File: config.mk
export PLATFORM = sky130hd
export DESIGN_NAME = led_driver_top
export DESIGN_NICKNAME = d
export VERILOG_FILES = /design/src/hdl/pin_sync.v /design/src/hdl/pwm_channel.v /design/src/hdl/led_driver_top.v
export VERILOG_INCLUDE_DIRS = /design/src /design/src/hdl
export SDC_FILE = /design/constraint.sdc
export NUM_CORES = 1
export LEC_CHECK = 0
export ABC_CLOCK_PERIOD_IN_PS = 39000
export BUFFER_PORTS_ARGS = -buffer_cell sky130_fd_sc_hd__buf_2
export CAP_MARGIN = 20
export CORE_AREA = 2 2 228 230
export CTS_CLUSTER_DIAMETER = 80
export DETAILED_ROUTE_END_ITERATION = 12
export DIE_AREA = 0 0 230 232
export GPL_TIMING_DRIVEN = 0
export PLACE_DENSITY_LB_ADDON = 0.08
export SLEW_MARGIN = 5
export SYNTH_ARGS = -nofsm -noshare
export SYNTH_HDL_FRONTEND = slang
export SYNTH_SLANG_ARGS = --single-unit
File: constraint.sdc
create_clock -name CLOCK_IN -period 39 [get_ports CLOCK_IN]
set_clock_uncertainty 0.2 [all_clocks]
set_input_delay 3.9 -clock CLOCK_IN [delete_from_list [all_inputs] [get_ports CLOCK_IN]]
set_output_delay 3.9 -clock CLOCK_IN [all_outputs]
set_load 0.02 [all_outputs]
File: src/hdl/led_map.vh
// Purpose: Constants for the two-wire LED driver register block.
// Assumes: 40 MHz system clock; serial bus at most 400 kHz.
// Notes:   Definitions only, no logic.
//
// Operation
// - Answer only target address byte A8h.
// - Write-only target, no read data path.
// - Serial clock up to 400 kHz works.
// - Sample data while serial clock high.
// - Start is data falling while clock high.
// - Matching address acknowledged on ninth pulse.
// - Register address byte acknowledged, loads pointer.
// - Data byte acknowledged, written at pointer.
// - Stop is data rising while clock high.
// - Pointer increments during each data acknowledge.
// - Map: 00 shutdown, 01-12 duty, 13-17.
// - Shutdown bit D0, zero means shutdown.
// - Duty value sets on-time value/256.
// - Enable bits D5:D0, channel 1 lowest.
// - Shadowed writes copied by update write.
// - Reset register write restores all defaults.
// - Software shutdown forces all outputs off.
// - Hardware shutdown input low forces off.
// - Shutdown never alters register contents.
`ifndef LED_MAP_VH
`define LED_MAP_VH

`define LED_TARGET_ADDR    8'hA8
`define LED_NUM_CH         18

// Register offsets
`define LED_REG_SHUTDOWN   8'h00
`define LED_REG_DUTY_FIRST 8'h01
`define LED_REG_DUTY_LAST  8'h12
`define LED_REG_EN_LOW     8'h13
`define LED_REG_EN_MID     8'h14
`define LED_REG_EN_HIGH    8'h15
`define LED_REG_COMMIT     8'h16
`define LED_REG_DEFAULTS   8'h17

// Field positions and reset values
`define LED_SHUTDOWN_BIT   0
`define LED_EN_MSB         5
`define LED_SHUTDOWN_RST   1'b0
`define LED_DUTY_RST       8'h00
`define LED_EN_RST         6'h00

// Timing
`define LED_CLK_KHZ        40000
`define LED_SCL_MAX_KHZ    400
`define LED_SCL_HALF_CYC   (`LED_CLK_KHZ / `LED_SCL_MAX_KHZ / 2)
`define LED_PWM_DIV_CYC    8'h04
`define LED_BYTE_BITS      4'h8

`endif

File: src/hdl/pin_sync.v
// Purpose: Two-flop synchroniser for asynchronous pins.
// Assumes: Inputs idle high.
// Notes:   First stage feeds only the second.
`timescale 1ns/1ps
`default_nettype none
module pin_sync #(
  parameter WIDTH = 3
) (
  // Clock and reset
  input  wire             clk_in,
  input  wire             rst_n_in,
  // Pins
  input  wire [WIDTH-1:0] async_in,
  output reg  [WIDTH-1:0] sync_out
);
  reg [WIDTH-1:0] meta_q;

  always @(posedge clk_in or negedge rst_n_in) begin
    if (!rst_n_in) begin
      meta_q   <= {WIDTH{1'b1}};
      sync_out <= {WIDTH{1'b1}};
    end else begin
      meta_q   <= async_in;
      sync_out <= meta_q;
    end
  end
endmodule
`default_nettype wire

File: src/hdl/pwm_channel.v
// Purpose: One channel: shadow duty, active duty and modulated output.
// Assumes: Strobes are one-cycle pulses from the register decoder.
// Notes:   Output is registered.
`timescale 1ns/1ps
`default_nettype none
`include "led_map.vh"
module pwm_channel (
  // Clock and reset
  input  wire       clk_in,
  input  wire       rst_n_in,
  // Register access
  input  wire       wr_in,
  input  wire [7:0] wr_data_in,
  input  wire       commit_in,
  input  wire       clear_in,
  // Modulation
  input  wire [7:0] pwm_count_in,
  input  wire       enable_in,
  input  wire       run_in,
  output reg        channel_on_bit_out
);
  reg [7:0] shadow_q;
  reg [7:0] active_q;

  always @(posedge clk_in or negedge rst_n_in) begin
    if (!rst_n_in) begin
      shadow_q           <= `LED_DUTY_RST;
      active_q           <= `LED_DUTY_RST;
      channel_on_bit_out <= 1'b0;
    end else begin
      if (clear_in) begin
        shadow_q <= `LED_DUTY_RST;
        active_q <= `LED_DUTY_RST;
      end else begin
        if (wr_in) begin
          shadow_q <= wr_data_in;
        end
        if (commit_in) begin
          active_q <= shadow_q;
        end
      end
      // Duty n gives n of 256 counts on; zero is fully off
      channel_on_bit_out <= run_in && enable_in
                            && (pwm_count_in < active_q);
    end
  end
endmodule
`default_nettype wire

File: src/hdl/led_driver_top.v
// Purpose: Write-only two-wire target and 18-channel PWM register block.
// Assumes: Bus pins sampled at 40 MHz; serial clock at most 400 kHz.
// Notes:   Data line is open drain; only low is ever driven.
`timescale 1ns/1ps
`default_nettype none
`include "led_map.vh"
module led_driver_top (
  // Clock and reset
  input  wire        CLOCK_IN,
  input  wire        ARST_N_IN,
  // Two-wire bus
  input  wire        SCL_IN,
  input  wire        SDA_IN,
  output wire        SDA_OUT,
  output wire        SDA_OE_OUT,
  // Shutdown pin
  input  wire        HARD_POWERDOWN_N_IN,
  // Channel outputs
  output wire [17:0] LED_CHANNEL_OUTPUTS_OUT
);
  localparam ST_IDLE = 2'b00;
  localparam ST_RECV = 2'b01;
  localparam ST_ACK  = 2'b10;

  localparam PH_ADDR = 2'b00;
  localparam PH_REG  = 2'b01;
  localparam PH_DATA = 2'b10;

  // Duty register select for one channel
  function chan_sel;
    input [7:0] addr;
    input integer idx;
    begin
      chan_sel = (addr == (`LED_REG_DUTY_FIRST + idx[7:0]));
    end
  endfunction

  // Enable register select for one six-channel group
  function en_grp_sel;
    input [7:0]   addr;
    input integer grp;
    begin
      en_grp_sel = (addr == (`LED_REG_EN_LOW + grp[7:0]));
    end
  endfunction

  // Phase after an acknowledge; the data phase repeats for bursts
  function [1:0] next_phase;
    input [1:0] ph;
    begin
      case (ph)
        PH_ADDR: next_phase = PH_REG;
        default: next_phase = PH_DATA;
      endcase
    end
  endfunction

  ////////////////////////////////////////////////////////////////////////
  // Reset release
  reg  [1:0] rst_sync_q;
  wire       rst_n;

  always @(posedge CLOCK_IN or negedge ARST_N_IN) begin
    if (!ARST_N_IN) begin
      rst_sync_q <= 2'b00;
    end else begin
      rst_sync_q <= {rst_sync_q[0], 1'b1};
    end
  end
  assign rst_n = rst_sync_q[1];

  ////////////////////////////////////////////////////////////////////////
  // Pin synchronisers and bus conditions
  wire [1:0] bus_s;
  wire       scl_s;
  wire       sda_s;
  wire       hard_powerdown_n;
  reg        scl_d_q;
  reg        sda_d_q;

  // Both bus pins share one delay so their order is kept
  pin_sync #(
    .WIDTH (2)
  ) u_pin_sync_bus (
    .clk_in   (CLOCK_IN),
    .rst_n_in (rst_n),
    .async_in ({SCL_IN, SDA_IN}),
    .sync_out (bus_s)
  );

  pin_sync #(
    .WIDTH (1)
  ) u_pin_sync_pd (
    .clk_in   (CLOCK_IN),
    .rst_n_in (rst_n),
    .async_in (HARD_POWERDOWN_N_IN),
    .sync_out (hard_powerdown_n)
  );

  assign scl_s = bus_s[1];
  assign sda_s = bus_s[0];

  always @(posedge CLOCK_IN or negedge rst_n) begin
    if (!rst_n) begin
      scl_d_q <= 1'b1;
      sda_d_q <= 1'b1;
    end else begin
      scl_d_q <= scl_s;
      sda_d_q <= sda_s;
    end
  end

  // Sync lag is three clocks, far below the shortest clock half period
  wire scl_rise  = scl_s && !scl_d_q;
  wire scl_fall  = !scl_s && scl_d_q;
  wire start_det = scl_s && scl_d_q && sda_d_q && !sda_s;
  wire stop_det  = scl_s && scl_d_q && !sda_d_q && sda_s;

  ////////////////////////////////////////////////////////////////////////
  // Serial receiver
  reg [1:0] state_q;
  reg [1:0] phase_q;
  reg [3:0] bit_cnt_q;
  reg [7:0] shift_q;
  reg [7:0] ptr_q;
  reg       ack_oe_q;
  reg       wr_q;
  reg [7:0] wr_addr_q;
  reg [7:0] wr_data_q;

  // Byte boundary is the clock fall after the eighth bit
  wire      byte_done  = scl_fall && (bit_cnt_q == `LED_BYTE_BITS);
  wire      addr_match = (shift_q == `LED_TARGET_ADDR);

  always @(posedge CLOCK_IN or negedge rst_n) begin
    if (!rst_n) begin
      state_q   <= ST_IDLE;
      phase_q   <= PH_ADDR;
      bit_cnt_q <= 4'h0;
      shift_q   <= 8'h00;
      ptr_q     <= 8'h00;
      ack_oe_q  <= 1'b0;
      wr_q      <= 1'b0;
      wr_addr_q <= 8'h00;
      wr_data_q <= 8'h00;
    end else begin
      wr_q <= 1'b0;
      if (start_det) begin
        state_q   <= ST_RECV;
        phase_q   <= PH_ADDR;
        bit_cnt_q <= 4'h0;
        ack_oe_q  <= 1'b0;
      end else if (stop_det) begin
        state_q  <= ST_IDLE;
        ack_oe_q <= 1'b0;
      end else begin
        case (state_q)
          ST_RECV: begin
            if (scl_rise) begin
              shift_q   <= {shift_q[6:0], sda_s};
              bit_cnt_q <= bit_cnt_q + 4'h1;
            end else if (byte_done) begin
              bit_cnt_q <= 4'h0;
              if (phase_q == PH_ADDR && !addr_match) begin
                // Reads carry a different byte, so are never answered
                state_q <= ST_IDLE;
              end else begin
                state_q  <= ST_ACK;
                ack_oe_q <= 1'b1;
                if (phase_q == PH_REG) begin
                  ptr_q <= shift_q;
                end
                if (phase_q == PH_DATA) begin
                  wr_q      <= 1'b1;
                  wr_addr_q <= ptr_q;
                  wr_data_q <= shift_q;
                  ptr_q     <= ptr_q + 8'h01;
                end
              end
            end
          end
          ST_ACK: begin
            if (scl_fall) begin
              ack_oe_q <= 1'b0;
              state_q  <= ST_RECV;
              phase_q  <= next_phase(phase_q);
            end
          end
          default: begin
            state_q <= ST_IDLE;
          end
        endcase
      end
    end
  end

  assign SDA_OUT    = 1'b0;
  assign SDA_OE_OUT = ack_oe_q;

  ////////////////////////////////////////////////////////////////////////
  // Register file
  // Addresses above the map match nothing and change nothing
  wire wr_shutdown = wr_q && (wr_addr_q == `LED_REG_SHUTDOWN);
  wire wr_commit   = wr_q && (wr_addr_q == `LED_REG_COMMIT);
  wire wr_clear    = wr_q && (wr_addr_q == `LED_REG_DEFAULTS);

  reg         soft_powerdown_n_q;
  wire [17:0] en_active;
  wire [17:0] duty_wr;

  // Shutdown bit acts at once; only duty and enables wait for commit
  always @(posedge CLOCK_IN or negedge rst_n) begin
    if (!rst_n) begin
      soft_powerdown_n_q <= `LED_SHUTDOWN_RST;
    end else if (wr_clear) begin
      soft_powerdown_n_q <= `LED_SHUTDOWN_RST;
    end else if (wr_shutdown) begin
      soft_powerdown_n_q <= wr_data_q[`LED_SHUTDOWN_BIT];
    end
  end

  // One six-bit group per register, lowest bit the lowest channel
  genvar k;
  generate
    for (k = 0; k < 3; k = k + 1) begin : g_en_grp
      wire      grp_wr = wr_q && en_grp_sel(wr_addr_q, k);
      reg [5:0] shadow_q;
      reg [5:0] active_q;

      always @(posedge CLOCK_IN or negedge rst_n) begin
        if (!rst_n) begin
          shadow_q <= `LED_EN_RST;
          active_q <= `LED_EN_RST;
        end else if (wr_clear) begin
          shadow_q <= `LED_EN_RST;
          active_q <= `LED_EN_RST;
        end else begin
          if (grp_wr) begin
            shadow_q <= wr_data_q[`LED_EN_MSB:0];
          end
          if (wr_commit) begin
            active_q <= shadow_q;
          end
        end
      end

      assign en_active[6*k+5:6*k] = active_q;
    end
  endgenerate

  ////////////////////////////////////////////////////////////////////////
  // Modulation counter
  reg  [7:0] div_q;
  reg  [7:0] pwm_count_q;
  wire       pwm_tick = (div_q == `LED_PWM_DIV_CYC - 8'h01);

  // Divider: one-cycle step enable for the counter
  always @(posedge CLOCK_IN or negedge rst_n) begin
    if (!rst_n) begin
      div_q <= 8'h00;
    end else if (pwm_tick) begin
      div_q <= 8'h00;
    end else begin
      div_q <= div_q + 8'h01;
    end
  end

  // No reload, so every period is exactly 256 steps
  always @(posedge CLOCK_IN or negedge rst_n) begin
    if (!rst_n) begin
      pwm_count_q <= 8'h00;
    end else if (pwm_tick) begin
      pwm_count_q <= pwm_count_q + 8'h01;
    end
  end

  // Shutdown only gates outputs; registers keep their contents
  wire run_d = soft_powerdown_n_q && hard_powerdown_n;
  reg  run_q;

  // One flop so every channel sees a shutdown change on the same edge
  always @(posedge CLOCK_IN or negedge rst_n) begin
    if (!rst_n) begin
      run_q <= 1'b0;
    end else begin
      run_q <= run_d;
    end
  end

  genvar g;
  generate
    for (g = 0; g < `LED_NUM_CH; g = g + 1) begin : g_chan
      assign duty_wr[g] = wr_q && chan_sel(wr_addr_q, g);

      pwm_channel u_chan (
        .clk_in             (CLOCK_IN),
        .rst_n_in           (rst_n),
        .wr_in              (duty_wr[g]),
        .wr_data_in         (wr_data_q),
        .commit_in          (wr_commit),
        .clear_in           (wr_clear),
        .pwm_count_in       (pwm_count_q),
        .enable_in          (en_active[g]),
        .run_in             (run_q),
        .channel_on_bit_out (LED_CHANNEL_OUTPUTS_OUT[g])
      );
    end
  endgenerate
endmodule
`default_nettype wire

==> metrics.txt <==
# TYPE chip_impl_metric gauge
chip_impl_metric{name="clkSinkCount",unit=""} 412
chip_impl_info{name="end_kind",value="primary output"} 1
chip_impl_metric{name="dr.first_iter.drc_count",unit=""} 855
chip_impl_info{name="timing.hold.worst.class",value="reg2async"} 1
chip_impl_info{name="rsz0062_at_grt",value="no"} 1
chip_impl_metric{name="dr.pass1.iters",unit=""} 6
chip_impl_metric{name="timing.critical_path.fanout_max",unit=""} 1
chip_impl_metric{name="postRouteAntennaNets",unit=""} 0
chip_impl_metric{name="grt.total_usage",unit="%"} 21.0
chip_impl_metric{name="floorplan.core_area",unit="um2"} 50900
chip_impl_metric{name="worstPathRequired",unit="ps"} 34900
chip_impl_info{name="path_type_of_the_worst_setup_path",value="reg2out"} 1
chip_impl_metric{name="p_leak",unit="nW"} 10.3
chip_impl_metric{name="syn-num-nets",unit=""} 2164
chip_impl_metric{name="count_of_cells_along_the_worst_register_to_register_path",unit=""} 5
chip_impl_metric{name="postLayoutSetupSlackWorst",unit="ps"} 33660
chip_impl_info{name="worstPathCellList",value="buf_4, buf_2"} 1
chip_impl_metric{name="die_height",unit="um"} 232
chip_impl_metric{name="nNetsFinal",unit=""} 2249
chip_impl_metric{name="fmax",unit="MHz"} 187
chip_impl_metric{name="drive_above_1_share",unit="%"} 11.3
chip_impl_metric{name="placed_area",unit="um2"} 21400
chip_impl_metric{name="post_cts_hold_buffer_count",unit=""} 0
chip_impl_metric{name="synth_area_per_cell",unit="um2"} 9.97
chip_impl_metric{name="total_power",unit="uW"} 896
chip_impl_metric{name="post_layout_nonfiller_instances",unit=""} 2824
chip_impl_metric{name="setup_viol_count_final",unit=""} 0
chip_impl_metric{name="ys_seq_area_share",unit="%"} 51.2
chip_impl_metric{name="clk_pin_slew",unit="ps"} 60
chip_impl_info{name="synth_top_family_by_area",value="simple AND/OR/NAND/NOR gates"} 1
chip_impl_metric{name="timing.max_cap.violations",unit=""} 0
chip_impl_info{name="startpoint_type",value="register"} 1
chip_impl_metric{name="post_cts_repair_resize_count",unit=""} 0
chip_impl_metric{name="pre_cts_worst_setup_slack",unit="ps"} 34290
chip_impl_info{name="crit_start",value="g_chan[3].u_chan.channel_on_bit_out$_DFF_PN0_"} 1
chip_impl_metric{name="avgRoutedWirePerCell",unit="um"} 19.3
chip_impl_info{name="root_buffer",value="sky130_fd_sc_hd__clkbuf_16"} 1
chip_impl_metric{name="synth_area",unit="um2"} 20200
chip_impl_metric{name="grt.overflow.total",unit=""} 0
chip_impl_metric{name="wirelength",unit="um"} 54600
chip_impl_info{name="postSynth.topFlopCell",value="sky130_fd_sc_hd__dfrtp_1"} 1
chip_impl_metric{name="post-dp-hpwl",unit="um"} 36900
chip_impl_metric{name="ir_worst_vdd",unit="uV"} 23.8
chip_impl_metric{name="clk-insertion-delay-late",unit="ps"} 580
chip_impl_metric{name="synth.lib_cells_used.distinct",unit=""} 67
chip_impl_metric{name="post_cts_buffers",unit=""} 0
chip_impl_metric{name="delay_of_the_slowest_cell_on_the_worst_path",unit="ps"} 370
chip_impl_metric{name="antenna_found_initial",unit=""} 1
chip_impl_metric{name="hold_viol",unit=""} 0
chip_impl_metric{name="synthesis.yosys.warnings",unit=""} 0
chip_impl_metric{name="setup-tns-final",unit="ps"} 0
chip_impl_metric{name="synth_compound_gate_area_share",unit="%"} 11.9
chip_impl_metric{name="vias_per_cell",unit=""} 5.06
chip_impl_metric{name="drc",unit=""} 0
chip_impl_metric{name="fin_hold_ws",unit="ps"} 26.8
chip_impl_metric{name="clock_buffer_count_from_cts",unit=""} 48
chip_impl_metric{name="worstMarginPinSlew",unit="ps"} 1080
chip_impl_metric{name="syn-instance-count",unit=""} 2023
chip_impl_metric{name="synth_simple_gate_area_share",unit="%"} 17.0
chip_impl_metric{name="maximum_number_of_pins_on_one_net_before_global_route_repair",unit=""} 66
chip_impl_metric{name="power_density",unit="nW/um2"} 38.9
chip_impl_metric{name="design_area",unit="um2"} 23000
chip_impl_metric{name="register_bit_count_reported_by_yosys",unit=""} 412
chip_impl_metric{name="vias_in_the_first_global_route",unit=""} 14300
chip_impl_metric{name="dp.cells",unit=""} 2738
chip_impl_metric{name="finalMaxSlewViolations",unit=""} 0
chip_impl_metric{name="route.vias.total",unit=""} 14300
chip_impl_metric{name="h-tree-depth",unit=""} 2
chip_impl_metric{name="utilization_of_the_core_after_routing",unit="%"} 45.2
chip_impl_metric{name="finalWorstPathRequiredPeriod",unit="ps"} 5340
chip_impl_metric{name="floorplan.die.width",unit="um"} 230
chip_impl_metric{name="xor_and_xnor_area_share_after_synthesis",unit="%"} 0.739
chip_impl_info{name="status",value="completed"} 1
chip_impl_metric{name="syn_to_final_growth",unit="%"} 14.1
chip_impl_info{name="library_cell_contributing_the_largest_single_delay_on_the_critical_path",value="sky130_fd_sc_hd__dfrtp_1"} 1
chip_impl_metric{name="reg2reg_slack",unit="ps"} 36000
chip_impl_metric{name="grt_first_pass_wirelength",unit="um"} 85600
chip_impl_info{name="cts_tree",value="yes"} 1
chip_impl_metric{name="io_buffer_count",unit=""} 23
chip_impl_metric{name="postSynth.asyncResetShare",unit="%"} 100
chip_impl_metric{name="yosys-mux-area-fraction",unit="%"} 4.06
chip_impl_metric{name="io_pins",unit=""} 25
chip_impl_metric{name="synth_enable_flop_cells",unit=""} 0
chip_impl_info{name="regToRegStartpoint",value="pwm_count_q[1]$_DFFE_PN0N_"} 1
chip_impl_metric{name="row_count",unit=""} 83
chip_impl_metric{name="yosys.area_share.adder",unit="%"} 8.44
chip_impl_metric{name="clockBufferDepth",unit=""} 3
chip_impl_metric{name="final_weighted_congestion_in_routability_driven_placement",unit=""} 0.804
chip_impl_metric{name="fp.dieArea",unit="um2"} 53400
chip_impl_metric{name="slew-limit-headroom",unit="%"} 28.3
chip_impl_metric{name="timing.final.crit_share",unit="%"} 13.7
chip_impl_metric{name="antenna_cells",unit=""} 0
chip_impl_metric{name="crit_arrival",unit="ps"} 1240
chip_impl_metric{name="initial_core_util",unit="%"} 39.6
chip_impl_info{name="reg2reg_to",value="g_chan[14].u_chan.channel_on_bit_out$_DFF_PN0_"} 1
## worst max path at each step
stage	to	slack, ps	cells after the start
finish	LED_CHANNEL_OUTPUTS_OUT[3]	33660	2
global route	LED_CHANNEL_OUTPUTS_OUT[3]	33630	2
CTS	LED_CHANNEL_OUTPUTS_OUT[3]	33640	2
detailed placement	LED_CHANNEL_OUTPUTS_OUT[2]	34290	2
global placement	g_chan[7].u_chan.active_q[2]$_DFFE_PN0P_	21110	0
floorplan	SDA_OE_OUT$_DFFE_PN0P_	26480	0
## flip-flops by register name (all words and copies together) (netlist names), 2 cells and up
| register | cells |
|---|---|
| phase_q | 2 |
| pwm_count_q | 8 |
| u_pin_sync_bus.sync_out | 2 |
| g_chan.u_chan.active_q | 144 |
| g_chan.u_chan.channel_on_bit_out | 18 |
| u_pin_sync_bus.meta_q | 2 |
| g_en_grp.active_q | 18 |
| g_chan.u_chan.shadow_q | 144 |
| wr_addr_q | 8 |
| rst_sync_q | 2 |
| shift_q | 8 |
| ptr_q | 8 |
| g_en_grp.shadow_q | 18 |
| bit_cnt_q | 4 |
| state_q | 2 |
| div_q | 8 |
| wr_data_q | 8 |
## power by group
group | switching (mW) | internal [mW]
Combinational | 0.0105 | 0.00365
Clock | 0.181 | 0.269
Sequential | 0.00168 | 0.429
## layout make-up
class,instances,area [um2]
fill,4963,27900
sequential,412,10300
multi-input combinational,1333,8500
clock buffer,73,1460
tap,680,851
buffer,135,803
inverter,143,537
timing repair buffer,35,407
clock inverter,13,120
## critical path, delay by kind of cell, from the launching register on
kind	cells	cell delay [ps]
buffers and inverters	2	280
DFF	1	370
## synth_stat cells, drive strengths merged (6+ instances only)
cell     number  area, um2
nor3         22        131
a2111oi      18        158
a21o         54        405
nand2       276       1040
o21ai       266       1340
mux2i        51        510
o31ai         8       60.1
a211oi       18        135
nand3        88        453
buf          66        437
a22o         11       96.3
nand4        22        138
clkbuf       68        357
a21oi        23        115
xnor2        12        105
ha          136       1700
nor2b         6       37.5
dfstp         8        210
nor2         79        304
dfrtp       404      10100
and3         11       70.1
inv         143        537
mux2         24        308
nand2b      164       1030
## cells by family (layout without fill, tap and decap cells)
kind of cell | after synthesis | in the layout
flip-flops | 412 | 412
AO/OA/AOI/OAI | 410 | 410
XOR/XNOR | 17 | 17
AND/OR/NAND/NOR | 693 | 693
other | 2 | 2
buffers and inverters | 278 | 399
multiplexers | 75 | 75
adder cells (fa/ha/maj) | 136 | 136
## layout by cell type, fill, tap and decap left out, types with 4 or more instances in the layout
master                        n
sky130_fd_sc_hd__a2111oi_0   18
sky130_fd_sc_hd__a211oi_1    18
sky130_fd_sc_hd__a21o_1      54
sky130_fd_sc_hd__a21oi_1     23
sky130_fd_sc_hd__a22o_1      11
sky130_fd_sc_hd__and3_1      10
sky130_fd_sc_hd__buf_1        4
sky130_fd_sc_hd__buf_16       9
sky130_fd_sc_hd__buf_2       50
sky130_fd_sc_hd__buf_4       33
sky130_fd_sc_hd__clkbuf_1    67
sky130_fd_sc_hd__clkbuf_16   49
sky130_fd_sc_hd__clkbuf_8    24
sky130_fd_sc_hd__clkinv_2     9
sky130_fd_sc_hd__dfrtp_1    396
sky130_fd_sc_hd__dfrtp_2      7
sky130_fd_sc_hd__dfstp_2      8
sky130_fd_sc_hd__ha_1       136
sky130_fd_sc_hd__inv_1      143
sky130_fd_sc_hd__mux2_2      14
sky130_fd_sc_hd__mux2_4      10
sky130_fd_sc_hd__mux2i_1     51
sky130_fd_sc_hd__nand2_1    275
sky130_fd_sc_hd__nand2b_1   164
sky130_fd_sc_hd__nand3_1     87
sky130_fd_sc_hd__nand4_1     22
sky130_fd_sc_hd__nor2_1      76
sky130_fd_sc_hd__nor2b_1      6
sky130_fd_sc_hd__nor3_1      19
sky130_fd_sc_hd__o21ai_0    264
sky130_fd_sc_hd__o22ai_1      4
sky130_fd_sc_hd__o31ai_1      8
sky130_fd_sc_hd__xnor2_1     12
sky130_fd_sc_hd__xor2_1       5
## metal layers
| layer | vias up | wire length [um] | global-route usage (%) | share of wire (%) |
|---|---|---|---|---|
| met5 | - | 0 | 0 | 0 |
| met4 | 0 | 1030 | 4.80 | 1.9 |
| met3 | 68 | 2010 | 3.14 | 3.7 |
| met2 | 205 | 25800 | 35.2 | 47 |
| met1 | 7040 | 25700 | 28.9 | 47 |
| li1 | 6974 | - | - | - |
(Power assumes the default switching activity.)
